--- src/pkg/tic_pkg.sv ---
// Constants for the trap and interrupt controller.
// Assumes an APB master on a 20 MHz pclk and a core that follows take/return strobes.
package tic_pkg;

  // ---------------------------------------------
  // Sizes
  // ---------------------------------------------
  localparam int NSRC     = 16;
  localparam int NEXT     = 3;
  localparam int STK_AW   = 3;
  localparam int CTX_W    = 28;
  localparam int SHD_W    = 69;

  // ---------------------------------------------
  // Register offsets
  // ---------------------------------------------
  localparam logic [7:0] OFF_TRAP = 8'h00;
  localparam logic [7:0] OFF_CTL2 = 8'h04;
  localparam logic [7:0] OFF_FLAG = 8'h08;
  localparam logic [7:0] OFF_ENA  = 8'h0c;
  localparam logic [7:0] OFF_PLO  = 8'h10;
  localparam logic [7:0] OFF_PHI  = 8'h14;
  localparam logic [7:0] OFF_SLIM = 8'h18;
  localparam logic [7:0] OFF_RST  = 8'h1c;

  // ---------------------------------------------
  // Field positions and reset values
  // ---------------------------------------------
  localparam int BIT_ALT      = 15;
  localparam int BIT_CONFLICT = 15;
  localparam int POS_PEND     = 4;
  localparam logic [31:0] RST_PRIO = 32'h44444444;
  localparam logic [15:0] RST_SLIM = 16'hffff;
  localparam logic [15:0] SP_FLOOR = 16'h0800;

  // ---------------------------------------------
  // Trap levels and vectors
  // ---------------------------------------------
  localparam logic [3:0] LVL_MATH  = 4'hb;
  localparam logic [3:0] LVL_ADDR  = 4'hc;
  localparam logic [3:0] LVL_STACK = 4'hd;
  localparam logic [3:0] LVL_OSC   = 4'he;
  localparam logic [5:0] VEC_TRAP0 = 6'h03;
  localparam logic [5:0] VEC_IRQ0  = 6'h08;

endpackage : tic_pkg

--- src/tic_ctrl.sv ---
// Trap detection, interrupt arbitration and context stacking with an APB register file.
// Assumes trap condition inputs are one-cycle pulses from the core pipeline.
// Overview of operation
// - Divide by zero aborts the divide and raises the math trap.
// - Enabled accumulator overflow past bit 31 without guard bits raises math trap.
// - Enabled overflow past bit 39 with saturation off raises math trap.
// - Shift count beyond the maximum raises the math trap.
// - Misaligned, unimplemented or vector-space accesses raise the address trap.
// - Multiply-accumulate X accesses treat Y space as unimplemented, and the reverse.
// - Branches or PC changes to unimplemented program memory raise the address trap.
// - Stack pointer loaded above the stack limit raises the stack trap.
// - Stack pointer loaded below 0x0800 raises the stack trap.
// - Oscillator failure onto the RC backup raises the oscillator trap.
// - Soft traps use levels 8 to 11; math sits at 11; fixed priority.
// - Address trap level 12, stack 13, oscillator 14.
// - Any hard trap halts the core until it has been taken.
// - Lower hard trap during a higher one resets and sets the conflict bit.
// - Flags sample events each instruction cycle; flag and enable give a request.
// - A request interrupts only above the current CPU priority level.
// - Taking pushes PC and old priority, then loads the new priority.
// - The trap level bit is clear for interrupts, set only in traps.
// - Return from interrupt pops PC and priority.
// - Alternate vector select routes every vector to the alternate table.
// - One-level shadow of status bits and working registers zero to three, save and restore only.
// - External lines request on edges only; three polarity bits.
// - Priority seven outside traps blocks all interrupts but not traps.
// - Equal priorities resolve by natural order, lowest source number wins.
`timescale 1ns/1ps
module tic_ctrl (
  input  wire logic                        pclk,
  input  wire logic                        presetn,
  input  wire logic                        psel,
  input  wire logic                        penable,
  input  wire logic                        pwrite,
  input  wire logic [7:0]                  paddr,
  input  wire logic [31:0]                 pwdata,
  output logic      [31:0]                 prdata,
  output logic                             pready,
  output logic                             pslverr,
  input  wire logic                        cyc_start,
  input  wire logic                        div_zero,
  input  wire logic                        acc_a_ovf31,
  input  wire logic                        acc_b_ovf31,
  input  wire logic                        guard_used,
  input  wire logic                        acc_a_ovf39,
  input  wire logic                        acc_b_ovf39,
  input  wire logic                        sat_off,
  input  wire logic                        shift_too_far,
  input  wire logic                        misaligned,
  input  wire logic                        data_unimpl,
  input  wire logic                        prog_data_unimpl,
  input  wire logic                        vec_fetch,
  input  wire logic                        mac_x_access,
  input  wire logic                        mac_y_access,
  input  wire logic                        addr_in_x,
  input  wire logic                        addr_in_y,
  input  wire logic                        branch_unimpl,
  input  wire logic                        pc_unimpl,
  input  wire logic                        sp_load,
  input  wire logic [15:0]                 sp_value,
  input  wire logic                        osc_fail,
  input  wire logic [tic_pkg::NSRC-1:tic_pkg::NEXT] src_event,
  input  wire logic [tic_pkg::NEXT-1:0]    ext_irq_lines,
  input  wire logic [23:0]                 pc_in,
  input  wire logic                        return_from_irq,
  input  wire logic                        shadow_push,
  input  wire logic                        shadow_pop,
  input  wire logic [tic_pkg::SHD_W-1:0]   shadow_in,
  output logic [tic_pkg::SHD_W-1:0]        shadow_out,
  output logic                             take_stb,
  output logic [5:0]                       take_vector,
  output logic                             take_alt,
  output logic                             ret_stb,
  output logic [23:0]                      ret_pc,
  output logic                             halt_core,
  output logic                             conflict_reset,
  output logic [3:0]                       cpu_priority_level
);
  import tic_pkg::*;

  // ---------------------------------------------
  // State
  // ---------------------------------------------
  logic [2:0]        trap_en;
  logic [3:0]        pend;
  logic              alt_vector_select;
  logic [NEXT-1:0]   ext_irq_edge_polarity_bits;
  logic [NSRC-1:0]   irq_flag_regs;
  logic [NSRC-1:0]   irq_enable_regs;
  logic [NSRC-1:0]   ev_hold;
  logic [63:0]       prio_reg;
  logic [15:0]       stack_limit_reg;
  logic              trap_conflict_reset_flag;
  logic [NEXT-1:0]   ext_prev;
  logic [CTX_W-1:0]  ctx_stk [2**STK_AW];
  logic [STK_AW-1:0] ctx_sp;

  // ---------------------------------------------
  // Trap sources
  // ---------------------------------------------
  wire ovf31 = (trap_en[0] & acc_a_ovf31 | trap_en[1] & acc_b_ovf31)
             & ~guard_used;
  wire ovf39 = trap_en[2] & (acc_a_ovf39 | acc_b_ovf39) & sat_off;
  wire math_ev  = div_zero
                | ovf31 | ovf39
                | shift_too_far;
  wire mac_bad  = mac_x_access & addr_in_y
                | mac_y_access & addr_in_x;
  wire addr_ev  = misaligned | data_unimpl | prog_data_unimpl
                | vec_fetch | mac_bad
                | branch_unimpl | pc_unimpl;
  wire sp_over  = sp_value > stack_limit_reg;
  wire sp_under = sp_value < SP_FLOOR;
  wire stack_ev = sp_load & (sp_over | sp_under);
  wire osc_ev   = osc_fail;
  wire [3:0] trap_ev = {osc_ev, stack_ev, addr_ev, math_ev};

  // ---------------------------------------------
  // Hard trap conflict
  // ---------------------------------------------
  wire [3:0] hard_pend_lvl = pend[3] ? LVL_OSC :
                             pend[2] ? LVL_STACK :
                             pend[1] ? LVL_ADDR : 4'h0;
  wire [3:0] cur_hard = (cpu_priority_level > hard_pend_lvl) ?
                        cpu_priority_level : hard_pend_lvl;
  wire conflict = addr_ev  & (cur_hard > LVL_ADDR)
                | stack_ev & (cur_hard > LVL_STACK)
                | osc_ev   & (cur_hard > LVL_OSC);

  // ---------------------------------------------
  // Trap arbitration
  // ---------------------------------------------
  wire [3:0] trap_lvl = pend[3] ? LVL_OSC :
                        pend[2] ? LVL_STACK :
                        pend[1] ? LVL_ADDR :
                        pend[0] ? LVL_MATH : 4'h0;
  wire [3:0] trap_clr = pend[3] ? 4'h8 :
                        pend[2] ? 4'h4 :
                        pend[1] ? 4'h2 : 4'h1;
  wire [5:0] trap_vec = VEC_TRAP0 + {2'h0, trap_lvl - LVL_MATH};

  // ---------------------------------------------
  // External edges and sources
  // ---------------------------------------------
  wire [NEXT-1:0] ext_edge;
  genvar g;
  generate
    for (g = 0; g < NEXT; g++) begin : g_edge
      assign ext_edge[g] = ext_irq_edge_polarity_bits[g] ?
                           (ext_prev[g] & ~ext_irq_lines[g]) :
                           (~ext_prev[g] & ext_irq_lines[g]);
    end
  endgenerate
  wire [NSRC-1:0] src_now = {src_event, ext_edge};

  // ---------------------------------------------
  // Interrupt arbitration
  // ---------------------------------------------
  wire [2:0] prio [NSRC];
  generate
    for (g = 0; g < NSRC; g++) begin : g_prio
      assign prio[g] = prio_reg[g*4 +: 3];
    end
  endgenerate
  wire [NSRC-1:0] pending = irq_flag_regs & irq_enable_regs;

  logic [2:0] best_prio;
  logic [3:0] best_src;
  logic       best_any;
  always_comb begin
    best_prio = 3'h0;
    best_src  = 4'h0;
    best_any  = 1'b0;
    for (int i = NSRC - 1; i >= 0; i--) begin
      if (pending[i] && (!best_any || prio[i] >= best_prio)) begin
        best_any  = 1'b1;
        best_prio = prio[i];
        best_src  = 4'(i);
      end
    end
  end

  wire trap_go = (|pend) & (trap_lvl > cpu_priority_level);
  wire irq_go  = ~trap_go & best_any
               & ({1'b0, best_prio} > cpu_priority_level);
  wire do_ret  = return_from_irq & (ctx_sp != '0) & ~conflict;
  wire take    = (trap_go | irq_go) & ~take_stb & ~do_ret & ~conflict;
  wire [3:0] take_lvl = trap_go ? trap_lvl : {1'b0, best_prio};
  wire [5:0] next_vec = trap_go ? trap_vec :
                        VEC_IRQ0 + {2'h0, best_src};
  wire [STK_AW-1:0] pop_idx = ctx_sp - 1'b1;

  // ---------------------------------------------
  // APB decode
  // ---------------------------------------------
  wire setup  = psel & ~penable;
  wire wr     = psel & penable & pwrite & pready & ~pslverr;
  wire hit    = paddr[7:5] == 3'h0 && paddr[1:0] == 2'h0;
  wire wr_trap = wr & (paddr == OFF_TRAP);
  wire wr_ctl2 = wr & (paddr == OFF_CTL2);
  wire wr_flag = wr & (paddr == OFF_FLAG);
  wire wr_ena  = wr & (paddr == OFF_ENA);
  wire wr_plo  = wr & (paddr == OFF_PLO);
  wire wr_phi  = wr & (paddr == OFF_PHI);
  wire wr_slim = wr & (paddr == OFF_SLIM);
  wire wr_rst  = wr & (paddr == OFF_RST);
  wire [31:0] rd_mux =
    (paddr == OFF_TRAP) ? {24'h0, pend, 1'b0, trap_en} :
    (paddr == OFF_CTL2) ? {16'h0, alt_vector_select, 12'h0,
                           ext_irq_edge_polarity_bits} :
    (paddr == OFF_FLAG) ? {16'h0, irq_flag_regs} :
    (paddr == OFF_ENA)  ? {16'h0, irq_enable_regs} :
    (paddr == OFF_PLO)  ? prio_reg[31:0] :
    (paddr == OFF_PHI)  ? prio_reg[63:32] :
    (paddr == OFF_SLIM) ? {16'h0, stack_limit_reg} :
    (paddr == OFF_RST)  ? {16'h0, trap_conflict_reset_flag, 11'h0,
                           cpu_priority_level} : 32'h0;

  // ---------------------------------------------
  // Next values
  // ---------------------------------------------
  wire [NSRC-1:0] flag_clr = wr_flag ? pwdata[NSRC-1:0] : '0;
  wire [NSRC-1:0] next_irq_flags = (irq_flag_regs & ~flag_clr)
                  | (cyc_start ? (ev_hold | src_now) : '0);
  wire [NSRC-1:0] next_ev_hold = cyc_start ? '0 : (ev_hold | src_now);
  wire [3:0] next_pend = conflict ? 4'h0 :
                         (pend & ~(take & trap_go ? trap_clr : 4'h0))
                         | trap_ev;
  wire next_conflict_flag = conflict |
       (trap_conflict_reset_flag & ~(wr_rst & pwdata[BIT_CONFLICT]));

  // ---------------------------------------------
  // APB slave
  // ---------------------------------------------
  always_ff @(posedge pclk or negedge presetn) begin
    if (!presetn) begin
      pready  <= 1'b0;
      pslverr <= 1'b0;
      prdata  <= 32'h0;
    end else begin
      pready  <= setup;
      pslverr <= setup & ~hit;
      prdata  <= setup ? rd_mux : 32'h0;
    end
  end

  always_ff @(posedge pclk or negedge presetn) begin
    if (!presetn) begin
      trap_en           <= 3'h0;
      alt_vector_select <= 1'b0;
      ext_irq_edge_polarity_bits <= '0;
      irq_enable_regs   <= '0;
      prio_reg          <= {RST_PRIO, RST_PRIO};
      stack_limit_reg   <= RST_SLIM;
    end else begin
      if (wr_trap) trap_en <= pwdata[2:0];
      if (wr_ctl2) begin
        alt_vector_select          <= pwdata[BIT_ALT];
        ext_irq_edge_polarity_bits <= pwdata[NEXT-1:0];
      end
      if (wr_ena)  irq_enable_regs <= pwdata[NSRC-1:0];
      if (wr_plo)  prio_reg[31:0]  <= pwdata;
      if (wr_phi)  prio_reg[63:32] <= pwdata;
      if (wr_slim) stack_limit_reg <= pwdata[15:0];
    end
  end

  // ---------------------------------------------
  // Flags, pending traps and edges
  // ---------------------------------------------
  always_ff @(posedge pclk or negedge presetn) begin
    if (!presetn) begin
      irq_flag_regs            <= '0;
      ev_hold                  <= '0;
      ext_prev                 <= '0;
      pend                     <= 4'h0;
      trap_conflict_reset_flag <= 1'b0;
      halt_core                <= 1'b0;
      conflict_reset           <= 1'b0;
    end else begin
      irq_flag_regs            <= next_irq_flags;
      ev_hold                  <= next_ev_hold;
      ext_prev                 <= ext_irq_lines;
      pend                     <= next_pend;
      trap_conflict_reset_flag <= next_conflict_flag;
      halt_core                <= |next_pend[3:1];
      conflict_reset           <= conflict;
    end
  end

  // ---------------------------------------------
  // Take, return and context stack
  // ---------------------------------------------
  always_ff @(posedge pclk or negedge presetn) begin
    if (!presetn) begin
      cpu_priority_level <= 4'h0;
      ctx_sp             <= '0;
      take_stb           <= 1'b0;
      take_vector        <= 6'h0;
      take_alt           <= 1'b0;
      ret_stb            <= 1'b0;
      ret_pc             <= 24'h0;
    end else begin
      take_stb <= take;
      ret_stb  <= do_ret;
      if (conflict) begin
        cpu_priority_level <= 4'h0;
        ctx_sp             <= '0;
      end else if (take) begin
        ctx_sp             <= ctx_sp + 1'b1;
        cpu_priority_level <= take_lvl;
        take_vector        <= next_vec;
        take_alt           <= alt_vector_select;
      end else if (do_ret) begin
        ctx_sp             <= pop_idx;
        cpu_priority_level <= ctx_stk[pop_idx][3:0];
        ret_pc             <= ctx_stk[pop_idx][CTX_W-1:4];
      end
    end
  end

  always_ff @(posedge pclk) begin
    if (take && !conflict) ctx_stk[ctx_sp] <= {pc_in, cpu_priority_level};
  end

  // ---------------------------------------------
  // Shadow registers
  // ---------------------------------------------
  logic [SHD_W-1:0] shadow_copy;
  always_ff @(posedge pclk or negedge presetn) begin
    if (!presetn) begin
      shadow_copy <= '0;
      shadow_out  <= '0;
    end else begin
      if (shadow_push) shadow_copy <= shadow_in;
      if (shadow_pop)  shadow_out  <= shadow_copy;
    end
  end
endmodule : tic_ctrl

--- config.mk ---
export PLATFORM = sky130hd
export DESIGN_NAME = tic_ctrl
export DESIGN_NICKNAME = d
export VERILOG_FILES = /design/src/pkg/tic_pkg.sv /design/src/tic_ctrl.sv
export SDC_FILE = /design/constraint.sdc
export NUM_CORES = 1
export LEC_CHECK = 0
export BUFFER_PORTS_ARGS = -buffer_cell sky130_fd_sc_hd__buf_2
export CAP_MARGIN = 10
export CORE_MARGIN = 2
export CORE_UTILIZATION = 58
export DETAILED_ROUTE_END_ITERATION = 8
export HOLD_SLACK_MARGIN = 0.02
export PLACE_DENSITY = 0.87
export SLEW_MARGIN = 20
export SYNTH_ARGS = -nofsm -noshare
export SYNTH_HDL_FRONTEND = slang
export SYNTH_SLANG_ARGS = --single-unit
--- constraint.sdc ---
create_clock -name pclk -period 26.9 [get_ports pclk]
set_input_delay 4.035 -clock pclk [delete_from_list [all_inputs] [get_ports pclk]]
set_output_delay 4.035 -clock pclk [all_outputs]
set_load 0.01 [all_outputs]
; Word level (Yosys, flattened, before mapping)
; Memory sizes are Yosys's and may differ from the RTL's.
; Cells that the tools add are included.
[classes]
eq_ne = 7
n_mux = 86
n_bitwise = 83
addsub = 5
reduce_logical = 57
magnitude_cmp = 23
[op_table]
columns = operator, n
row1 = 2-to-1 mux 32 bit, 7
row2 = 2-to-1 mux 4 bit, 31
row3 = 2-to-1 mux 16 bit, 5
row4 = 2-to-1 mux 3 bit, 20
row5 = >= comparator 3 bit, 15
row6 = AND 1 bit, 42
row7 = AND 16 bit, 2
row8 = "equality test 8 x 5 -> 1 bit, second input constant", 4
row9 = bitwise OR 16 bit, 2
row10 = 2-to-1 mux 1 bit, 21
row11 = logical AND 1 bit, 17
row12 = bitwise OR 1 bit, 17
row13 = "equality test 8 x 4 -> 1 bit, second input constant", 2
row14 = > comparator 16 bit, 1
row15 = logical NOT 1 bit, 16
row16 = "less-than comparator 16 x 12 -> 1 bit, second input constant", 1
row17 = NOT 1 bit, 16
row18 = NOT 16 bit, 1
row19 = logical OR 1 bit, 15
row20 = "> comparator 4 bit, second input constant", 3
row21 = "equality test 8 x 3 -> 1 bit, second input constant", 1
row22 = > comparator 4 bit, 2
row23 = logical NOT 8 bit, 1
row24 = nonzero test 3 bit, 2
row25 = 17 further kinds, 17
[word_totals]
n_memories = 1
wordCells = 288
register_bits = 357
input_bits = 194
output_inout_bits = 142
ramBits = 224
[memory_table]
columns = memory, depth, width, rd, rd_ports_with_merged_regs, write_ports, line_no
row1 = ctx_stk, 8, 28, 1, 0, 1, tic_ctrl.sv:95  ; logic [CTX_W-1:0] ctx_stk [2**STK_AW];

; Logic depth before layout (Yosys ltp)
; Gate-level depths: netlist (run 1).
[depth]
depth_word = 75
mapped_depth = 114
ltp_nobuf = 111

; Worst setup path after synthesis (run 1)
; OpenSTA, ideal clock, no wires.
[synth_path]
path_type = register to register
start = register irq_flag_regs[15]
end = memory ctx_stk[0][0], enable pin
path_buffers = 3
path_stages_with_launch = 104
setup_ps = 484
required_time_ps = 26416
synth_period_minus_slack_ps = 24488
t_arrival_ps = 24005
slack_ps = 2412
path_cell_list = dfrtp_1 buf_6 and3_1 ha_1 nand2b_1 a2111oi_0 o21ai_0 nand2_1 ha_1 or3b_1 a211oi_1 or2_2 nor2_1 or2_2 ha_1 nand3_1 o21ai_1 mux2_2 [... 68 more ...] nand2b_1 o21a_1 ha_1 nand2b_1 a21o_1 a211oi_1 nor2_2 mux2i_1 ha_1 a21o_1 a21oi_1 a311oi_1 a21boi_0 or3_1 nor3_1 a21oi_2 clkbuf_1 nor4_1
[synth_between]
elab_chain_cells = 71
elab_cells_between_ends = 103
classes_between = 16 x order compare / 34 x mux / 7 x bitwise / 46 x reduce/logical
[synth_rtl]
columns = element, line_no
row1 = start: declaration, tic_ctrl.sv:88  ; logic [NSRC-1:0] irq_flag_regs;
row2 = start signal: assignment, tic_ctrl.sv:281  ; irq_flag_regs <= next_irq_flags;
row3 = AND 16 bit (*), tic_ctrl.sv:165  ; wire [NSRC-1:0] pending = irq_flag_regs & irq_enable_regs;
row4 = 2-to-1 mux 3 bit or 2-to-1 mux 1 bit (tied branches), tic_ctrl.sv:175  ; if (pending[i] && (!best_any || prio[i] >= best_prio)) begin
row5 = >= comparator 3 bit or logical NOT 1 bit (tied branches), tic_ctrl.sv:175
row6 = logical OR 1 bit, tic_ctrl.sv:175
row7 = logical AND 1 bit, tic_ctrl.sv:175
row8 = 2-to-1 mux 3 bit or 2-to-1 mux 1 bit (tied branches), tic_ctrl.sv:175
row9 = >= comparator 3 bit or logical NOT 1 bit (tied branches), tic_ctrl.sv:175
row10 = logical OR 1 bit, tic_ctrl.sv:175
row11 = [... 53 more ...], -
row12 = 2-to-1 mux 3 bit or 2-to-1 mux 1 bit (tied branches), tic_ctrl.sv:175
row13 = > comparator 3 x 4 -> 1 bit or AND 1 bit (tied branches), "tic_ctrl.sv:185, tic_ctrl.sv:184"
row14 = AND 1 bit (*), tic_ctrl.sv:185  ; & ({1'b0, best_prio} > cpu_priority_level);
row15 = bitwise OR 1 bit (*), tic_ctrl.sv:187  ; wire take = (trap_go | irq_go) & ~take_stb & ~do_ret & ~conflict;
row16 = AND 1 bit (*) (3 in series), tic_ctrl.sv:187
row17 = logical AND 1 bit (*), tic_ctrl.sv:323  ; if (take && !conflict) ctx_stk[ctx_sp] <= {pc_in, cpu_priority_level};
row18 = 2-to-1 mux 1 bit (*), tic_ctrl.sv:323
row19 = 2-to-1 mux 1 bit (not written as such) (*), tic_ctrl.sv:323
row20 = end: declaration, tic_ctrl.sv:95
; Mark *: on every way between the ends. The rest lies on a longest branch, timed or not.

; Worst setup path in the final report (run 1)
[layout_path]
start = register irq_flag_regs[15]
end = memory ctx_stk[7][3], enable pin
; Same word-level chain as after synthesis.

==> impl_metrics.csv, run 1 <==
group,metric,value,unit
synthesis,yosys-top-cells-area,"dfrtp_1 (32%), edfxtp_1 (26%), mux2_2 (9.6%), mux4_2 (5.0%), ha_1 (3.3%)",
place,place_congestion,1.03,
pwr,peakVddDrop,78.1,uV
routing,first_pass_iters,6,
synthesis,synth_most_common_cell,"dfrtp_1",
synthesis,syn_avg_cell_area,13.6,sq um
synthesis,synth-async-reset-ratio,0.614,
cells_and_area,drive_gt1_frac,0.351,
pwr,sw_frac_of_total,0.316,
clocking,cts_tree,"yes",
cells_and_area,syn_to_final_growth,17.2,%
floorplanning,io_pins,336,
place,hpwl,46.2,mm
pwr,p_switching,840,uW
critical_path,worst_setup_path_end_kind,"flip-flop",
synthesis,synthTopCellsByCount,"dfrtp_1 (324), edfxtp_1 (224), mux2_2 (219)",
grt,grt_pass1_wl,106,mm
hold_path,hold_class,"reg -> reg",
routing,wl_per_cell,24.0,um
critical_path,path_max_fanout,28,
grt,first_global_vias,18100,
critical_path,cp.depth,103,
grt,grtUsageTotal,0.300,
routing,vias,17800,
critical_path,cpMostUsedCell,"ha_1",
cells_and_area,largest_reg_flops,224,
synthesis,netlist_area,25600,sq um
synthesis,ys_seq_area_frac,0.613,
critical_path,critPathTopFamily,"compound AO/OA/AOI/OAI gates",
place,port-buffer-count,334,
floorplanning,core.rowCount,76,
routing,first_iter_violations,1993,
sta,rsz0062_at_grt,"false",
sta,finalMaxSlewViolations,0,
floorplanning,initial_core_util,0.591,
critical_path,ff2ff_path_depth,103,
synthesis,synth_nets,2149,
cells_and_area,regMostFlops,"ctx_stk",
floorplanning,dieArea,45800,sq um
clocking,cts-htree-levels,2,
synthesis,synth_top_cell_by_area,"dfrtp_1",
critical_path,cp_num_buf_inv,5,
sta,finalHoldViolCount,0,
cells_and_area,nNetsFinal,2482,
floorplanning,die_width,214,um
sta,fin_worst_skew,0.0293,ns
clocking,clock-sinks,580,
sta,setup_violations,0,
critical_path,cp.arrival,25.21,ns
floorplanning,dieHeight,214,um
routing,drc,0,
clocking,clock_latency,0.63,ns
critical_path,criticalPathCategory,"reg -> reg",
sta,min_period,24.98,ns
sta,period_share,0.928,
synthesis,synth_flop_cell,"dfrtp_1",
routing,viasPerCell,6.22,
clocking,clkTransAtPathRegs,0.06,ns
pwr,p_seq_frac,0.421,
floorplanning,placeableCoreArea,43300,sq um
clocking,cts_buffer_depth,3,
pwr,p_clk_frac,0.312,
pwr,p_per_area,88.8,nW/um^2
synthesis,synth_edf_count,224,
routing,routed_wl,68.7,mm
sta,worst_slew_pin_slew,1.07,ns
critical_path,cp_slowest_cell,"nor2_4",
synthesis,synth_warnings,0,
grt,antenna_found_initial,11,
clocking,numCtsBuffers,57,
routing,antenna_left,0,
synthesis,yosys.area.top_type_share,0.317,
pwr,combPwrFrac,0.267,
critical_path,slowest_delay,0.82,ns
sta,fin_tns_setup,0,ns
flow_run,drv_cap,0,
synthesis,synth_seq_cells,580,
synthesis,synthDistinctLibCells,86,
grt,overflow,0,
outcome,outcome,"complete, no violations",
sta,fmax,0.0400,GHz
clocking,cts_root_buffer,"clkbuf_16",
pwr,p_int,1820,uW
sta,hold-worst-slack,0.479,ns
grt,grt_max_degree,179,
pwr,leakagePower,0.0127,uW
synthesis,postSynthCellCount,1887,
cells_and_area,top_regs,"ctx_stk (224), shadow_copy (69), shadow_out (69)",
sta,slew_headroom,0.285,
hold_path,hold_depth,2,
critical_path,cp.required,27.14,ns
critical_path,cp-start-kind,"flip-flop",
[layout by cell type, fill, tap and decap left out, types with 11 or more instances in the layout]
master	instances
a211oi_1	14
a21o_1	11
a21oi_1	58
a221oi_1	15
a22oi_1	26
a31oi_1	12
buf_2	333
buf_4	26
clkbuf_1	13
clkbuf_16	57
clkbuf_8	12
dfrtp_1	323
dfstp_2	32
edfxtp_1	224
ha_1	67
inv_1	67
mux2_2	219
mux2i_1	40
mux4_2	57
nand2_1	137
nand2b_1	25
nand3_1	18
nor2_1	105
nor2b_1	17
nor3_1	16
o211ai_1	13
o21a_1	18
o21ai_0	135
[worst min-delay path, cell delays in order, from the launching register on]
cell     delay, ns
dfrtp_1       0.32
nor2_1        0.05
nor2_1        0.07
[routing by layer]
metal	vias to the layer above	part of all wire	track usage
li1	7699	-	-
met1	9001	0.37	0.384
met2	912	0.50	0.508
met3	187	0.077	0.0498
met4	0	0.045	0.131
met5	-	0	0
[power groups by stage]
stage	combinational, uW	clock [uW]	sequential [uW]
after floorplan	438	0	1120
after global placement	651	0	1120
after detailed placement	685	0	1130
after CTS	702	839	1120
after global routing	757	874	1130
final	711	829	1120
[final timing paths]
| kind | slack (ns) | endpoint | startpoint |
|---|---|---|---|
| max | 1.92 | ctx_stk[7][3] | irq_flag_regs[15] |
| min | 0.48 | ev_hold[4] | ev_hold[4] |
| max reg2reg | 1.92 | ctx_stk[7][3] | irq_flag_regs[15] |
| min reg2reg | 0.48 | ev_hold[4] | ev_hold[4] |
| max in group asynchronous | 21.91 | ctx_sp[0] | presetn |
| min in group asynchronous | 3.47 | conflict_reset | presetn |
[through the flow]
| stage | std cells | power, uW | setup WS, ns | utilization | cell area (sq um) |
|---|---|---|---|---|---|
| 2_1_floorplan | 1887 | 1560 | 2.41 | - | 25600 |
| 5_1_grt | 2855 | 2760 | 0.0308 | 0.692 | 30000 |
| 3_3_place_gp | 2741 | 1770 | 3.11 | 0.645 | 27900 |
| 6_report | 2861 | 2660 | 1.92 | 0.693 | 30000 |
| 3_5_place_dp | 2741 | 1820 | 1.98 | 0.645 | 27900 |
| 4_1_cts | 2846 | 2660 | 1.81 | 0.691 | 29900 |
[layout make-up]
class	instances	area [sq um]
diodes	10	25.0
clock buffers	82	1640
clock inverters	23	325
fillers	2866	13300
inverters	68	255
multi-input cells	1152	9420
flip-flops and latches	580	15700
well taps	585	732
repair buffers	361	1900
[kinds of logic (layout without fill, tap and decap cells)]
logic type               Yosys count  in the layout  synth area share
XOR/XNOR                           3              3           0.00103
AND/OR/NAND/NOR                  384            384            0.0694
multiplexers                     316            316             0.162
buffers and inverters            155            534            0.0233
other                              1             11          0.000147
AO/OA/AOI/OAI                    379            379            0.0973
flip-flops                       580            580             0.613
adder cells (fa/ha/maj)           69             69            0.0337
[timing repair]
item,4_1_cts,5_1_grt
resized for setup,0,3
setup endpoints to repair,0,130
endpoints found under the hold margin,0,0
buffers inserted,0,5
hold buffers,0,0
(Power assumes the default switching activity.)
==> run 2, diff against run 1 <==
==> constraint.sdc (replaced) <==
create_clock -name pclk -period 26.3 [get_ports pclk]
set_input_delay 2.63 -clock pclk [delete_from_list [all_inputs] [get_ports pclk]]
set_output_delay 2.63 -clock pclk [all_outputs]
set_load 0.01 [all_outputs]
==> run 2 against run 1 <==
Effect of this change: clock skew is 0.0017 ns lower; hold slack gained 0.0047 ns; utilization is 0.069 points higher; combinational power is 3.8% higher; design area is 0.10% higher; final cell count up 0.17%; sequential share of layout area is 0.052 points lower; largest cell class unchanged; largest power group unchanged.
==> impl_metrics.csv, run 2 (synthesis gave the netlist of run 1 again) <==
group,metric,value,unit
critical_path,rr_endpoint,"ctx_stk[1][18]",
routing,viasPerCell,6.22,
grt,antenna_found_initial,13,
cells_and_area,drive_gt1_frac,0.355,
clocking,clock_latency,0.64,ns
grt,grt_max_degree,185,
clocking,numCtsBuffers,57,
grt,grt_pass1_wl,106,mm
floorplanning,die_width,214,um
pwr,p_switching,872,uW
pwr,p_int,1840,uW
pwr,combPwrFrac,0.272,
sta,period_share,0.931,
grt,met2_usage,0.510,
cells_and_area,regMostFlops,"ctx_stk",
grt,overflow,0,
place,place_congestion,1.03,
sta,min_period,24.48,ns
hold_path,hold_depth,2,
pwr,p_per_area,90.4,nW/um^2
floorplanning,dieArea,45800,sq um
outcome,outcome,"complete, no violations",
cells_and_area,fillerInstances,2870,
sta,slew_headroom,0.276,
clocking,cts_root_buffer,"clkbuf_16",
grt,first_global_vias,18100,
grt,grtUsageMet1,0.388,
cells_and_area,nNetsFinal,2483,
place,place_ws,1.21,ns
routing,first_iter_violations,1928,
critical_path,cp_slowest_cell,"o311ai_0",
clocking,clkTransAtPathRegs,0.06,ns
grt,grt_busiest_layer,"met2",
floorplanning,dieHeight,214,um
cells_and_area,utilization,0.693,
sta,setup_violations,0,
floorplanning,io_pins,336,
cells_and_area,largest_reg_flops,224,
routing,vias,17800,
grt,use_met3,0.0490,
routing,first_pass_iters,6,
place,port-buffer-count,334,
place,hpwl,46.2,mm
cells_and_area,final_cell_mix,"buf_2 (333), dfrtp_1 (323), edfxtp_1 (224), mux2_2 (219), nand2_1 (137)",
clocking,cts_hold_buf,0,
critical_path,path_max_fanout,18,
routing,antenna_left,0,
cells_and_area,layout_commonest_cell,"buf_2",
pwr,peakVddDrop,75.7,uV
routing,drc,0,
hold_path,hp-start,"ev_hold[0]",
flow_run,drv_cap,0,
pwr,p_seq_frac,0.420,
clocking,clock-sinks,580,
critical_path,criticalPathCategory,"reg -> reg",
critical_path,r2r_slack,1.82,ns
clocking,cts-htree-levels,2,
pwr,leakagePower,0.0127,uW
pwr,p_clk_frac,0.308,
critical_path,cp-start-kind,"flip-flop",
critical_path,cp.arrival,24.76,ns
critical_path,slowest_delay,0.53,ns
cells_and_area,syn_to_final_growth,17.3,%
sta,finalMaxSlewViolations,0,
sta,finalHoldViolCount,0,
cells_and_area,top_regs,"ctx_stk (224), shadow_copy (69), shadow_out (69)",
critical_path,ff2ff_path_depth,104,
sta,fin_ws,1.82,ns
sta,fmax,0.0409,GHz
floorplanning,initial_core_util,0.591,
sta,worst_slew_pin_slew,1.09,ns
floorplanning,core.rowCount,76,
sta,fin_worst_skew,0.0276,ns
sta,rsz0062_at_grt,"false",
sta,fin_tns_setup,0,ns
critical_path,cpMostUsedCell,"ha_1",
grt,grtUsageTotal,0.302,
critical_path,worst_setup_path_end_kind,"flip-flop",
routing,wl_per_cell,24.5,um
hold_path,hold_end,"ev_hold[0]",
routing,routed_wl,70.1,mm
critical_path,r2r_start,"irq_flag_regs[15]",
clocking,cts_tree,"yes",
pwr,sw_frac_of_total,0.322,
floorplanning,placeableCoreArea,43300,sq um
clocking,cts_buffer_depth,3,
critical_path,cp.required,26.59,ns
pwr,power,2710,uW
hold_path,hold_class,"reg -> reg",
critical_path,setup.worst_path.start,"irq_flag_regs[15]",
[run 2: changes by cell type in the layout (fill, tap and decap cells not counted), sizes merged]
cell      change
clkinvlp      +4
buf           -2
clkbuf       -14
diode         +1
nor2          +3
clkinv       +13
[run 2: cell type report]
type	instances	area [sq um]	area share
Tap cell	585	732	0.0244
Multi-Input combinational cell	1155	9480	0.316
Clock inverter	40	420	0.0140
Timing Repair Buffer	359	1890	0.0631
Inverter	68	255	0.00851
Clock buffer	68	1510	0.0503
Antenna cell	11	27.5	0.000918
Sequential cell	580	15700	0.523
[run 2: how the worst max path moves through the flow]
stage | slack (ns) | depth (start not counted) | endpoint
2_1_floorplan | 1.81 | 103 | ctx_stk[0][0]
3_3_place_gp | 2.34 | 103 | ctx_stk[1][14]
3_5_place_dp | 1.21 | 103 | ctx_stk[1][14]
4_1_cts | 1.06 | 103 | ctx_stk[1][18]
5_1_grt | 0.13 | 105 | ctx_stk[1][22]
6_report | 1.82 | 104 | ctx_stk[1][18]
[run 2: per-stage QoR]
step	cells	hold slack [ns]	instance area [sq um]
after floorplan	1887	0.444	25600
after global placement	2741	0.461	27900
after detailed placement	2741	0.468	27900
after CTS	2849	0.486	29900
after global routing	2862	0.508	30000
final	2866	0.484	30000
[run 2: metal layers]
metal / share of wire / vias up / wire, um
li1: - / 7722 / -
met1: 0.37 / 8942 / 26200
met2: 0.50 / 987 / 35200
met3: 0.079 / 173 / 5540
met4: 0.045 / 2 / 3160
met5: 0.00020 / - / 14
[run 2: power by group through the flow]
| stage | clock network (uW) | logic (uW) | registers [uW] |
|---|---|---|---|
| global route | 884 | 786 | 1150 |
| floorplan | 0 | 448 | 1150 |
| CTS | 842 | 722 | 1140 |
| finish | 835 | 738 | 1140 |
| global placement | 0 | 673 | 1140 |
| detailed placement | 0 | 703 | 1150 |
[run 2: critical path, delay by kind of cell, from the launching register on]
family | cells | cell delay [ns]
buffers and inverters | 6 | 0.84
DFF | 1 | 0.48
and+or+nand+nor | 35 | 6.46
AOI/OAI and AO/OA | 41 | 10.17
muxes | 6 | 2.05
adders and majority gates | 16 | 4.13
[run 2: what timing repair did]
action | CTS | global route
buffers inserted | 0 | 3
resized for setup | 0 | 12
setup endpoints to repair | 0 | 224
